===== src/rtl/csp_pkg.sv =====
// Purpose: shared constants for the completer stream port
// Assumes: one clock, both ends built from this package
// Notes: sideband field positions on the request and completion streams
package csp_pkg;
   localparam int CSP_DW_DEFAULT   = 256;
   localparam int CSP_REQ_SIDE_W   = 85;
   localparam int CSP_CPL_SIDE_W   = 33;
   localparam int CSP_SOP_BIT      = 40;
   localparam int CSP_HINT_PRES    = 42;
   localparam int CSP_HINT_KIND_LO = 43;
   localparam int CSP_HINT_KIND_HI = 44;
   localparam int CSP_STEER_LO     = 45;
   localparam int CSP_STEER_HI     = 52;
   localparam int CSP_PAR_LO       = 53;
   localparam int CSP_PAR_HI       = 84;
   localparam int CSP_PAR_W        = 32;
   localparam int CSP_CPL_DISC_BIT = 0;
   localparam int CSP_CPL_PAR_LO   = 1;
   localparam int CSP_CPL_PAR_HI   = 32;
   localparam int CSP_KEEP_MAX     = 8;
endpackage : csp_pkg


===== src/rtl/csp_link_if.sv =====
// Purpose: carrier joining the device end and the user end
// Assumes: clk shared by both ends
// Notes: request stream has no ready; completion stream is ready/valid
`timescale 1ns/1ps
interface csp_link_if
   import csp_pkg::*;
#(
   parameter int DW = CSP_DW_DEFAULT
);
   logic [DW-1:0]             req_out_word;
   logic [CSP_REQ_SIDE_W-1:0] req_out_side;
   logic                      req_out_valid;
   logic                      req_out_last;
   logic [DW-1:0]             cpl_in_word;
   logic [CSP_CPL_SIDE_W-1:0] cpl_in_side;
   logic                      cpl_in_last;
   logic [CSP_KEEP_MAX-1:0]   cpl_in_keep;
   logic                      cpl_in_valid;
   logic                      cpl_in_ready;

   modport dev_mp (
      output req_out_word, req_out_side, req_out_valid, req_out_last, cpl_in_ready,
      input  cpl_in_word, cpl_in_side, cpl_in_last, cpl_in_keep, cpl_in_valid
   );
   modport usr_mp (
      input  req_out_word, req_out_side, req_out_valid, req_out_last, cpl_in_ready,
      output cpl_in_word, cpl_in_side, cpl_in_last, cpl_in_keep, cpl_in_valid
   );
endinterface : csp_link_if


===== src/rtl/csp_dev_end.sv =====
// Purpose: device end: request stream out with hint and parity sideband,
//          completion stream in with backpressure
// Assumes: request beats from the core side arrive on dev_* ports, same clock
// Notes: completion beats leave on out_* ports; discontinued packets are
//        marked nullified on their last beat
// Function
// - Data width is 64, 128 or 256
// - Bit 42 flags hint on first beat
// - Hint kind on bits 44:43
// - Steering value on bits 52:45
// - Bits 84:53 odd parity per byte
// - Unused parity bits held at zero
// - Completion data low bits meaningful only
// - User drives sideband while valid high
// - User marks last beat of packet
// - Keep contiguous, full except last beat
// - Ignore keep bits beyond width
// - Valid held through whole packet
// - Transfer only when valid and ready
// - User holds beat while ready low
// - User may overlap requests and completions
// - Start flag only on first beat
// - Discontinue nullifies the completion packet
`timescale 1ns/1ps
module csp_dev_end
   import csp_pkg::*;
#(
   parameter int DW = CSP_DW_DEFAULT
)(
   input  wire logic                clk,
   input  wire logic                rst_n,
   csp_link_if.dev_mp               lnk,
   input  wire logic [DW-1:0]       dev_req_word,
   input  wire logic                dev_req_valid,
   input  wire logic                dev_req_last,
   input  wire logic                dev_req_hint,
   input  wire logic [1:0]          dev_req_hint_kind,
   input  wire logic [7:0]          dev_req_steer,
   input  wire logic                dev_cpl_space,
   output logic [DW-1:0]            out_cpl_word,
   output logic [CSP_KEEP_MAX-1:0]  out_cpl_keep,
   output logic                     out_cpl_valid,
   output logic                     out_cpl_last,
   output logic                     out_cpl_nullify
);
   localparam int NB = DW / 8;
   localparam int NK = DW / 32;

   // Other widths would leave the parity and keep lanes half built
   generate
      if (DW != 64 && DW != 128 && DW != 256)
      begin : g_bad_dw
         $error("Data width must be 64, 128 or 256");
      end
   endgenerate

   logic [CSP_PAR_W-1:0]      par_w;
   logic                      first_w;
   logic                      hint_first_w;
   logic [1:0]                kind_w;
   logic [7:0]                steer_w;
   logic                      disc_d;
   logic                      cnull_d;
   logic [CSP_REQ_SIDE_W-1:0] side_d;
   logic [CSP_REQ_SIDE_W-1:0] side_q;
   logic [DW-1:0]             word_q;
   logic                      valid_q;
   logic                      last_q;
   logic                      in_pkt_q;
   logic                      ready_q;
   logic                      disc_q;
   logic                      xfer_w;
   logic                      disc_w;
   logic [CSP_KEEP_MAX-1:0]   keep_w;
   logic [DW-1:0]             cword_q;
   logic [CSP_KEEP_MAX-1:0]   ckeep_q;
   logic                      cvalid_q;
   logic                      clast_q;
   logic                      cnull_q;

   genvar gi;
   generate
      for (gi = 0; gi < CSP_PAR_W; gi++)
      begin : g_par
         if (gi < NB)
         begin : g_live
            assign par_w[gi] = ~^dev_req_word[gi*8 +: 8];
         end
         else
         begin : g_zero
            assign par_w[gi] = 1'b0;
         end
      end
      for (gi = 0; gi < CSP_KEEP_MAX; gi++)
      begin : g_keep
         if (gi < NK)
         begin : g_use
            assign keep_w[gi] = lnk.cpl_in_keep[gi];
         end
         else
         begin : g_drop
            assign keep_w[gi] = 1'b0;
         end
      end
   endgenerate

   // Start is any valid beat after a last beat, or the first after reset
   assign first_w      = dev_req_valid & ~in_pkt_q;
   assign hint_first_w = first_w & dev_req_hint;
   // Hint fields held at zero without a hint, so stale values never look live
   assign kind_w       = dev_req_hint ? dev_req_hint_kind : 2'h0;
   assign steer_w      = dev_req_hint ? dev_req_steer : 8'h00;

   always_comb
   begin
      side_d = '0;
      side_d[CSP_SOP_BIT] = first_w;
      side_d[CSP_HINT_PRES] = hint_first_w;
      side_d[CSP_HINT_KIND_HI:CSP_HINT_KIND_LO] = kind_w;
      side_d[CSP_STEER_HI:CSP_STEER_LO] = steer_w;
      side_d[CSP_PAR_HI:CSP_PAR_LO] = par_w;
   end

   // Request stream has no back-pressure; one beat per valid cycle
   always_ff @(posedge clk or negedge rst_n)
   begin
      if (!rst_n)
      begin
         side_q  <= '0;
         word_q  <= '0;
         valid_q <= 1'b0;
         last_q  <= 1'b0;
      end
      else
      begin
         side_q  <= side_d;
         word_q  <= dev_req_word;
         valid_q <= dev_req_valid;
         last_q  <= dev_req_valid & dev_req_last;
      end
   end

   // Framing moves only on valid beats, so idle gaps inside a packet are safe
   always_ff @(posedge clk or negedge rst_n)
   begin
      if (!rst_n)
      begin
         in_pkt_q <= 1'b0;
      end
      else if (dev_req_valid)
      begin
         in_pkt_q <= ~dev_req_last;
      end
   end

   assign lnk.req_out_word  = word_q;
   assign lnk.req_out_side  = side_q;
   assign lnk.req_out_valid = valid_q;
   assign lnk.req_out_last  = last_q;

   assign xfer_w = lnk.cpl_in_valid & ready_q;
   assign disc_w = disc_q | lnk.cpl_in_side[CSP_CPL_DISC_BIT];
   // Discontinue stays sticky to the last beat even if user logic drops it early
   assign disc_d  = lnk.cpl_in_last ? 1'b0 : disc_w;
   assign cnull_d = lnk.cpl_in_last & disc_w;

   // Ready registered from downstream space, so it lags space by one cycle
   always_ff @(posedge clk or negedge rst_n)
   begin
      if (!rst_n)
      begin
         ready_q  <= 1'b0;
         disc_q   <= 1'b0;
         cvalid_q <= 1'b0;
      end
      else
      begin
         ready_q  <= dev_cpl_space;
         cvalid_q <= xfer_w;
         if (xfer_w)
         begin
            disc_q <= disc_d;
         end
      end
   end

   // Beat contents load only on a transfer, so a stalled beat never leaks out
   always_ff @(posedge clk or negedge rst_n)
   begin
      if (!rst_n)
      begin
         cword_q <= '0;
         ckeep_q <= '0;
         clast_q <= 1'b0;
         cnull_q <= 1'b0;
      end
      else if (xfer_w)
      begin
         cword_q <= lnk.cpl_in_word;
         ckeep_q <= keep_w;
         clast_q <= lnk.cpl_in_last;
         cnull_q <= cnull_d;
      end
   end

   assign lnk.cpl_in_ready = ready_q;
   assign out_cpl_word     = cword_q;
   assign out_cpl_keep     = ckeep_q;
   assign out_cpl_valid    = cvalid_q;
   assign out_cpl_last     = clast_q;
   assign out_cpl_nullify  = cnull_q;
endmodule : csp_dev_end


===== src/flat_wrapper.sv =====
// flat-port wrapper written by rule: the top's interface ports become plain ports
module csp_dev_end_flat import csp_pkg::*;
#(
   parameter int DW = CSP_DW_DEFAULT
)
  (clk, rst_n, dev_req_word, dev_req_valid, dev_req_last, dev_req_hint, dev_req_hint_kind, dev_req_steer, dev_cpl_space, out_cpl_word, out_cpl_keep, out_cpl_valid, out_cpl_last, out_cpl_nullify, lnk_req_out_word, lnk_req_out_side, lnk_req_out_valid, lnk_req_out_last, lnk_cpl_in_ready, lnk_cpl_in_word, lnk_cpl_in_side, lnk_cpl_in_last, lnk_cpl_in_keep, lnk_cpl_in_valid);
  csp_link_if #(.DW(DW)) lnk_i ();
  input  wire logic clk;
  input  wire logic rst_n;
  input  wire logic [DW-1:0] dev_req_word;
  input  wire logic dev_req_valid;
  input  wire logic dev_req_last;
  input  wire logic dev_req_hint;
  input  wire logic [1:0] dev_req_hint_kind;
  input  wire logic [7:0] dev_req_steer;
  input  wire logic dev_cpl_space;
  output logic [DW-1:0] out_cpl_word;
  output logic [CSP_KEEP_MAX-1:0] out_cpl_keep;
  output logic out_cpl_valid;
  output logic out_cpl_last;
  output logic out_cpl_nullify;
  output wire logic [$bits(lnk_i.req_out_word)-1:0] lnk_req_out_word;
  output wire logic [$bits(lnk_i.req_out_side)-1:0] lnk_req_out_side;
  output wire logic [$bits(lnk_i.req_out_valid)-1:0] lnk_req_out_valid;
  output wire logic [$bits(lnk_i.req_out_last)-1:0] lnk_req_out_last;
  output wire logic [$bits(lnk_i.cpl_in_ready)-1:0] lnk_cpl_in_ready;
  input wire logic [$bits(lnk_i.cpl_in_word)-1:0] lnk_cpl_in_word;
  input wire logic [$bits(lnk_i.cpl_in_side)-1:0] lnk_cpl_in_side;
  input wire logic [$bits(lnk_i.cpl_in_last)-1:0] lnk_cpl_in_last;
  input wire logic [$bits(lnk_i.cpl_in_keep)-1:0] lnk_cpl_in_keep;
  input wire logic [$bits(lnk_i.cpl_in_valid)-1:0] lnk_cpl_in_valid;
  assign lnk_req_out_word = lnk_i.req_out_word;
  assign lnk_req_out_side = lnk_i.req_out_side;
  assign lnk_req_out_valid = lnk_i.req_out_valid;
  assign lnk_req_out_last = lnk_i.req_out_last;
  assign lnk_cpl_in_ready = lnk_i.cpl_in_ready;
  assign lnk_i.cpl_in_word = lnk_cpl_in_word;
  assign lnk_i.cpl_in_side = lnk_cpl_in_side;
  assign lnk_i.cpl_in_last = lnk_cpl_in_last;
  assign lnk_i.cpl_in_keep = lnk_cpl_in_keep;
  assign lnk_i.cpl_in_valid = lnk_cpl_in_valid;
  csp_dev_end #(.DW(DW)) u_core (.clk(clk), .rst_n(rst_n), .lnk(lnk_i), .dev_req_word(dev_req_word), .dev_req_valid(dev_req_valid), .dev_req_last(dev_req_last), .dev_req_hint(dev_req_hint), .dev_req_hint_kind(dev_req_hint_kind), .dev_req_steer(dev_req_steer), .dev_cpl_space(dev_cpl_space), .out_cpl_word(out_cpl_word), .out_cpl_keep(out_cpl_keep), .out_cpl_valid(out_cpl_valid), .out_cpl_last(out_cpl_last), .out_cpl_nullify(out_cpl_nullify));
endmodule

===== config.mk =====
export PLATFORM = sky130hd
export DESIGN_NAME = csp_dev_end_flat
export DESIGN_NICKNAME = d
export VERILOG_FILES = /design/src/rtl/csp_pkg.sv /design/src/rtl/csp_link_if.sv /design/src/rtl/csp_dev_end.sv /design/src/flat_wrapper.sv
export SDC_FILE = /design/constraint.sdc
export NUM_CORES = 1
export LEC_CHECK = 0
export BUFFER_PORTS_ARGS = -buffer_cell sky130_fd_sc_hd__buf_2
export CORE_AREA = 2 2 462 464
export CTS_BUF_LIST = sky130_fd_sc_hd__clkbuf_4
export CTS_CLUSTER_SIZE = 30
export DETAILED_ROUTE_END_ITERATION = 16
export DIE_AREA = 0 0 464 466
export PLACE_DENSITY_LB_ADDON = 0.12
export SLEW_MARGIN = 20
export SYNTH_ARGS = -nofsm -noshare
export SYNTH_HDL_FRONTEND = slang
export SYNTH_SLANG_ARGS = --single-unit

===== constraint.sdc =====
create_clock -name clk -period 1.4 [get_ports clk]
set_input_delay 0.21 -clock clk [delete_from_list [all_inputs] [get_ports clk]]
set_output_delay 0.21 -clock clk [all_outputs]
set_load 0.005 [all_outputs]

# After elaboration in Yosys (flattened, before gate mapping)
# Index checks and enable logic that the tools add are counted.
# word_totals
out_inout_bits,611
reg_bits,572
in_bits,571
word_cells,55
# classes
n_reduce_logical,32
muxes,3
n_bitwise,8
# op_table
cell,n
XNOR reduction 8 bit,32
2-to-1 mux 8 bit,1
AND 1 bit,5
2-to-1 mux 2 bit,1
inverter 1 bit,2
2-to-1 mux 1 bit,1
bitwise OR 1 bit,1

# Logic depth before layout (Yosys ltp)
# Gate-level depths: netlist of run 1.
# depth
depth_word,3
depth_mapped,6
depth_no_buf,4

# Worst setup path before layout of run 1
# No wires, ideal clock.
# synth_timing
kind,register to register
start,"register u_core.ready_q, in the netlist u_core.lnk.cpl_in_ready"
end,"register u_core.cword_q[133], in the netlist u_core.out_cpl_word[133]"
synth_period_minus_slack_ns,1.076
setup_ns,0.116
path_slack_ns,0.324
arrival_ns,0.960
path_buffers,2
t_required_ns,1.284
stages_incl_launch_ff,7
path_cell_list,dfrtp_1 > nand2_2 > inv_2 > buf_4 > buf_4 > nand2_1 > nand2_1
# synth_between
elab_chain_len,1
# synth_lines
item,line_no,source
start: declaration,csp_dev_end.sv:70,logic ready_q;
start signal: assignment,csp_dev_end.sv:178,ready_q <= dev_cpl_space;
AND 1 bit,csp_dev_end.sv:161,assign xfer_w = lnk.cpl_in_valid & ready_q;
end signal: assignment,csp_dev_end.sv:199,cword_q <= lnk.cpl_in_word;
end: declaration,csp_dev_end.sv:75,logic [DW-1:0] cword_q;
# Every way passes these cells.
# A chain may end at the register's enable or synchronous reset.

# Worst setup path in the final report of run 1
# layout_timing
start,"register u_core.cword_q[114], in the netlist u_core.out_cpl_word[114]"
end,output port out_cpl_word[114]
# layout_lines
item,line_no,source
end: declaration,flat_wrapper.sv:17,output logic [DW-1:0] out_cpl_word;
# No word-level cell between the ends.

==> flow_summary.json, run 1 <==
{
  "outcome": "complete, but fails checks",
  "violations": "negative setup slack",
  "hold_viol_final": 0,
  "fp.dieH_um": 466,
  "rows": 169,
  "relSlewSlack_pct": 58.2,
  "synth.largest_area_cell": "dfrtp_1",
  "cap_violations": 0,
  "dp_hpwl_mm": 102,
  "fin_ws_ns": -0.670,
  "hp-class": "input port to flop",
  "coreArea_mm2": 0.211,
  "finalCriticalPeriod_ns": 2.07,
  "ys_top_cells_by_area": "dfrtp_1 (71%), nand2_1 (15%), xnor2_1 (9.8%)",
  "crit_path_max_fanout": 2,
  "rrSetupSlack_ns": -0.12,
  "syn_inst": 1714,
  "wl_per_cell_um": 18.8,
  "p_int_w": 0.0348,
  "dr.pass1.iters": 4,
  "ios": 1182,
  "grt_usage_pct": 11.9,
  "reg2reg_from": "u_core.lnk.cpl_in_ready$_DFF_PN0_",
  "route.detailed.drc": 0,
  "p_leak_nw": 23.3,
  "crit_path_end_kind": "primary output",
  "die_area_mm2": 0.216,
  "grt_pass1_wl_mm": 182,
  "nets": 4994,
  "clock-sinks": 572,
  "critPathKind": "flop to primary output",
  "hp-start": "dev_req_word[43]",
  "combPwrFrac_pct": 24.9,
  "r2r_cells": 7,
  "drive_gt1_share_pct": 39.9,
  "yosysWarnings": 0,
  "synth_seq_area_share_pct": 71.4,
  "reg2reg_to": "u_core.out_cpl_word[235]$_DFFE_PN0P_",
  "cpLargestDelayFamily": "flip-flops",
  "grt_max_degree": 65,
  "postRouteWirelength_mm": 140,
  "worst_pin_slew_ns": 0.627,
  "cp-start-kind": "flop",
  "pwr-share-seq_pct": 38.6,
  "rsz0062_at_grt": "yes",
  "fin_crit_sh_pct": 148,
  "fin_tns_setup_ns": -301.00,
  "clock_latency_ns": 1.21,
  "drtIter0Drc": 579,
  "start_util_pct": 9.49,
  "place_ws_ns": 0.0379,
  "final_antenna_net_count": 0,
  "max_freq_mhz": 483,
  "holdPathEnd": "u_core.lnk.req_out_word[43]$_DFF_PN0_",
  "synth_commonest_cells": "nand2_1 (796), dfrtp_1 (572), xnor2_1 (224)",
  "cts-root-buf": "clkbuf_4",
  "netSwitchingPower_w": 0.0152,
  "pwr_density_cell_mw_per_mm2": 1030,
  "synth.avg_cell_area_um2": 11.7,
  "synth_area_mm2": 0.0200,
  "async_reset_ff_share_pct": 100,
  "cts_max_level": 4,
  "gp_congestion": 0.814,
  "crit_required_ns": 1.19,
  "port_buffers": 1108,
  "skew_ns": 0.0662,
  "fp.dieW_um": 464,
  "antenna_found_initial": 44,
  "p_clk_share_pct": 36.5,
  "crit_path_top_delay_cell": "dfrtp_2",
  "whs_ns": 0.246,
  "cts_tree": "built",
  "ir_drop_v": 0.000694,
  "fillers": 23200,
  "synth_top_area_share_pct": 71.4,
  "switching_share_pct": 30.4,
  "syn2layout_area_growth_pct": 141,
  "synth_ff_type": "dfrtp_1",
  "cts_buffers": 194,
  "yosysMostFrequentCell": "nand2_1",
  "synth_seq_cells": 572,
  "crit_chain": "buf_6",
  "num_vias": 22600,
  "crit_buf_inv": 1,
  "viasPerCell": 3.05,
  "grt_pass1_vias": 24800,
  "cp.arrival_ns": 1.86,
  "synth_edf_count": 0,
  "overflow": 0,
  "clk_path_buf_depth": 3,
  "maxSlewViolCount": 0,
  "synth.distinct_cells": 16,
  "whs_path_depth": 3,
  "finalSetupViolations": 791,
  "clkSlewWorstSetupHoldPaths_ns": 0.07,
  "max_stage_delay_ns": 0.49
}
[state kept, by name, summed over array words and instances, names as in the netlist, 8 cells and up]
register	cells
u_core.out_cpl_word	256
u_core.out_cpl_keep	8
u_core.lnk.req_out_side	44
u_core.lnk.req_out_word	256
[through the flow]
step	std cells	util (%)	power (W)	instance area (µm²)
global route	7403	22.9	0.0536	48400
floorplan	1754	-	0.0217	20200
detailed placement	5655	14.0	0.0271	29500
global placement	5655	14.0	0.0272	29500
CTS	7285	21.7	0.0505	45900
finish	7410	22.9	0.0500	48400
[what timing repair did]
action | 4_1_cts | 5_1_grt
resized for setup | 320 | 298
setup endpoints to repair | 571 | 725
hold endpoints to repair | 1144 | 0
setup buffers | 79 | 69
hold buffers | 1211 | 0
gates cloned | 2 | 38
pin swaps | 0 | 99
[how the worst max path moves through the flow]
stage | from | to | slack, ns | cells after the start
2_1_floorplan | u_core.lnk.cpl_in_ready$_DFF_PN0_ | u_core.out_cpl_word[133]$_DFFE_PN0P_ | 0.32 | 6
3_3_place_gp | u_core.lnk.cpl_in_ready$_DFF_PN0_ | u_core.out_cpl_word[163]$_DFFE_PN0P_ | 0.06 | 6
3_5_place_dp | u_core.lnk.cpl_in_ready$_DFF_PN0_ | u_core.out_cpl_word[164]$_DFFE_PN0P_ | 0.04 | 6
4_1_cts | u_core.out_cpl_word[104]$_DFFE_PN0P_ | out_cpl_word[104] | -0.95 | 1
5_1_grt | u_core.out_cpl_word[114]$_DFFE_PN0P_ | out_cpl_word[114] | -0.93 | 1
6_report | u_core.out_cpl_word[114]$_DFFE_PN0P_ | out_cpl_word[114] | -0.67 | 1
[cells by family after synthesis]
group	Yosys count	share of synthesized area, %
AND/OR/NAND/NOR	812	15.4
flip-flops	572	71.4
XOR/XNOR	224	9.79
buffers and inverters	101	3.27
AO/OA/AOI/OAI	4	0.0999
other	1	0.0187
[cells in the final DEF, fill, tap and decap left out, types with 3 or more instances in the layout]
master | synthesis | final
dfrtp_2 | 0 | 18
clkinvlp_4 | 0 | 3
clkbuf_4 | 0 | 282
dfrtp_1 | 572 | 554
conb_1 | 1 | 41
clkbuf_16 | 0 | 27
inv_8 | 0 | 3
diode_2 | 0 | 24
buf_2 | 37 | 881
xnor2_2 | 0 | 5
nand2_4 | 0 | 48
inv_2 | 1 | 3
buf_8 | 0 | 11
clkinv_1 | 0 | 41
nand2_2 | 1 | 82
dlygate4sd3_1 | 0 | 1206
xnor2_1 | 224 | 219
buf_16 | 0 | 13
inv_6 | 0 | 4
and2_1 | 12 | 12
buf_4 | 57 | 170
buf_12 | 0 | 24
buf_6 | 2 | 239
nand2_1 | 796 | 665
[layer usage]
layer	global-route usage [%]	wire length, µm	part of all wire (%)	up-vias
li1	-	-	-	10800
met4	4.13	3770	2.7	16
met5	0	110	0.079	-
met3	6.96	17100	12	222
met2	20.6	70200	50	996
met1	11.8	48500	35	10600
[final cells by class]
cell class                      instances  area, µm²  area share [%]
Clock buffer                          282       2120            4.38
Antenna cell                           24       60.1           0.124
Sequential cell                       572      14300            29.6
Multi-Input combinational cell       1081       5860            12.1
Timing Repair inverter                  2       27.5          0.0569
Timing Repair Buffer                 2571      22100            45.7
Inverter                                1       30.0          0.0621
Clock inverter                         56        285           0.590
Tap cell                             2821       3530            7.30
[power by group through the flow]
stage / clock, W / combinational (W) / sequential (W)
2_1_floorplan: 0 / 0.00220 / 0.0195
3_3_place_gp: 0 / 0.00776 / 0.0194
5_1_grt: 0.0204 / 0.0137 / 0.0195
4_1_cts: 0.0195 / 0.0117 / 0.0193
6_report: 0.0183 / 0.0124 / 0.0193
3_5_place_dp: 0 / 0.00770 / 0.0194
Power figures use the tool's default switching activity.
==> run 2: changes to the inputs <==
--- a/config.mk
+++ b/config.mk
@@ -11,7 +11,6 @@
 export CTS_CLUSTER_SIZE = 30
 export DETAILED_ROUTE_END_ITERATION = 16
 export DIE_AREA = 0 0 464 466
-export PLACE_DENSITY_LB_ADDON = 0.12
 export SLEW_MARGIN = 20
 export SYNTH_ARGS = -nofsm -noshare
 export SYNTH_HDL_FRONTEND = slang
==> flow_summary.json, run 2 (same netlist as run 1, synthesis figures left out) <==
{
  "hold_viol_final": 0,
  "dp_hpwl_mm": 137,
  "met3_usage_pct": 10.3,
  "crit_chain": "buf_6",
  "p_leak_nw": 23.2,
  "postRouteWirelength_mm": 188,
  "rows": 169,
  "drtIter0Drc": 1422,
  "cts_buffers": 166,
  "grt_usage_pct": 15.6,
  "skew_ns": 0.0810,
  "wl_per_cell_um": 25.5,
  "violations": "negative setup slack",
  "viasPerCell": 3.42,
  "seqCellArea_mm2": 0.0143,
  "syn2layout_area_growth_pct": 142,
  "clk_path_buf_depth": 3,
  "fp.dieW_um": 464,
  "nets": 4952,
  "grt_use_met1_pct": 14.7,
  "relSlewSlack_pct": 57.1,
  "rrSetupSlack_ns": -0.17,
  "num_vias": 25300,
  "final_cell_mix": "dlygate4sd3_1 (1,093), buf_2 (776), nand2_1 (621)",
  "whs_path_depth": 5,
  "maxSlewViolCount": 0,
  "gp_congestion": 0.989,
  "place_ws_ns": 0.00442,
  "antenna_found_initial": 118,
  "cts_tree": "built",
  "start_util_pct": 9.49,
  "r2r_cells": 8,
  "grt_pass1_vias": 26500,
  "place_area_mm2": 0.0293,
  "ir_drop_v": 0.000854,
  "clock_latency_ns": 1.22,
  "grt_pass1_wl_mm": 226,
  "crit_required_ns": 1.19,
  "fin_ws_ns": -0.632,
  "die_area_mm2": 0.216,
  "fin_crit_sh_pct": 145,
  "pwr_density_cell_mw_per_mm2": 1040,
  "multi_input_area_mm2": 0.00601,
  "outcome": "complete, but fails checks",
  "dr.pass1.iters": 5,
  "clkSlewWorstSetupHoldPaths_ns": 0.08,
  "grt_util_met2_pct": 25.2,
  "worst_pin_slew_ns": 0.639,
  "rsz0062_at_grt": "yes",
  "cp-start-kind": "flop",
  "port_buffers": 1108,
  "clock-sinks": 572,
  "max_stage_delay_ns": 0.45,
  "cap_violations": 0,
  "fillers": 22000,
  "max_freq_mhz": 492,
  "ios": 1182,
  "cts-root-buf": "clkbuf_4",
  "cp.arrival_ns": 1.82,
  "drive_gt1_share_pct": 42.3,
  "top_usage_layer": "met2",
  "finalInstanceArea_mm2": 0.0486,
  "crit_buf_inv": 1,
  "crit_path_end_kind": "primary output",
  "fin_tns_setup_ns": -315.72,
  "fp.dieH_um": 466,
  "coreArea_mm2": 0.211,
  "crit_cells": 1,
  "route.detailed.drc": 0,
  "final_common_cell": "dlygate4sd3_1",
  "finalCriticalPeriod_ns": 2.03,
  "final_antenna_net_count": 0,
  "overflow": 0,
  "finalSetupViolations": 924,
  "hp-class": "input port to flop",
  "crit_path_max_fanout": 2,
  "cpLargestDelayFamily": "flip-flops",
  "critPathKind": "flop to primary output",
  "crit_path_top_delay_cell": "dfrtp_1",
  "cts_max_level": 4,
  "whs_ns": 0.213,
  "grt_max_degree": 61
}
==> run 2: cell count changes in the layout (fill, tap and decap cells not counted), sizes merged <==
cell | before | now
buf | 1338 | 1434
clkbuf | 309 | 253
clkinv | 44 | 43
clkinvlp | 3 | 0
diode | 24 | 87
dlygate4sd3 | 1206 | 1093
inv | 11 | 14
nand2 | 797 | 798
==> run 2: worst paths after layout <==
path                                                    endpoint                            startpoint
setup / recovery                                out_cpl_word[50]   u_core.out_cpl_word[50]$_DFFE_PN0P_
hold / removal             u_core.lnk.req_out_side[70]$_DFF_PN0_                     dev_req_word[137]
setup reg to reg            u_core.out_cpl_word[147]$_DFFE_PN0P_     u_core.lnk.cpl_in_ready$_DFF_PN0_
hold reg to reg             u_core.out_cpl_word[250]$_DFFE_PN0P_  u_core.out_cpl_word[250]$_DFFE_PN0P_
max in group asynchronous   u_core.out_cpl_word[205]$_DFFE_PN0P_                                 rst_n
min in group asynchronous   u_core.out_cpl_word[109]$_DFFE_PN0P_                                 rst_n
==> run 2: per-stage QoR <==
stage / utilization (%) / instances / power [W]
floorplan: - / 1754 / 0.0217
global placement: 13.9 / 5646 / 0.0279
detailed placement: 13.9 / 5646 / 0.0280
CTS: 21.5 / 7157 / 0.0494
global route: 23.0 / 7390 / 0.0533
finish: 23.0 / 7400 / 0.0506
==> run 2: routing by layer <==
| layer | routed length, µm | up-vias |
|---|---|---|
| li1 | - | 10700 |
| met1 | 59300 | 12100 |
| met2 | 87300 | 1834 |
| met3 | 27800 | 661 |
| met4 | 13900 | 30 |
| met5 | 207 | - |
==> run 2: cell type report <==
type	instances	area share [%]
Clock buffer	226	3.49
Timing Repair inverter	4	0.129
Inverter	1	0.0618
Timing Repair Buffer	2554	46.1
Sequential cell	572	29.5
Tap cell	2821	7.27
Multi-Input combinational cell	1082	12.4
Antenna cell	87	0.448
Clock inverter	53	0.654
==> run 2: what timing repair did <==
| action | 4_1_cts | 5_1_grt |
|---|---|---|
| resized for setup | 637 | 316 |
| hold endpoints to repair | 1144 | 0 |
| setup endpoints to repair | 570 | 825 |
| gates cloned | 0 | 44 |
| hold buffers | 1096 | 0 |
| setup buffers | 136 | 114 |
| pin swaps | 0 | 166 |
==> run 2: power by group <==
part           internal [W]  switching, W  leakage, nW
clock               0.00773       0.00852         1.21
combinational       0.00783       0.00715         15.1
sequential           0.0183       0.00113         6.87
total                0.0338        0.0168         23.2
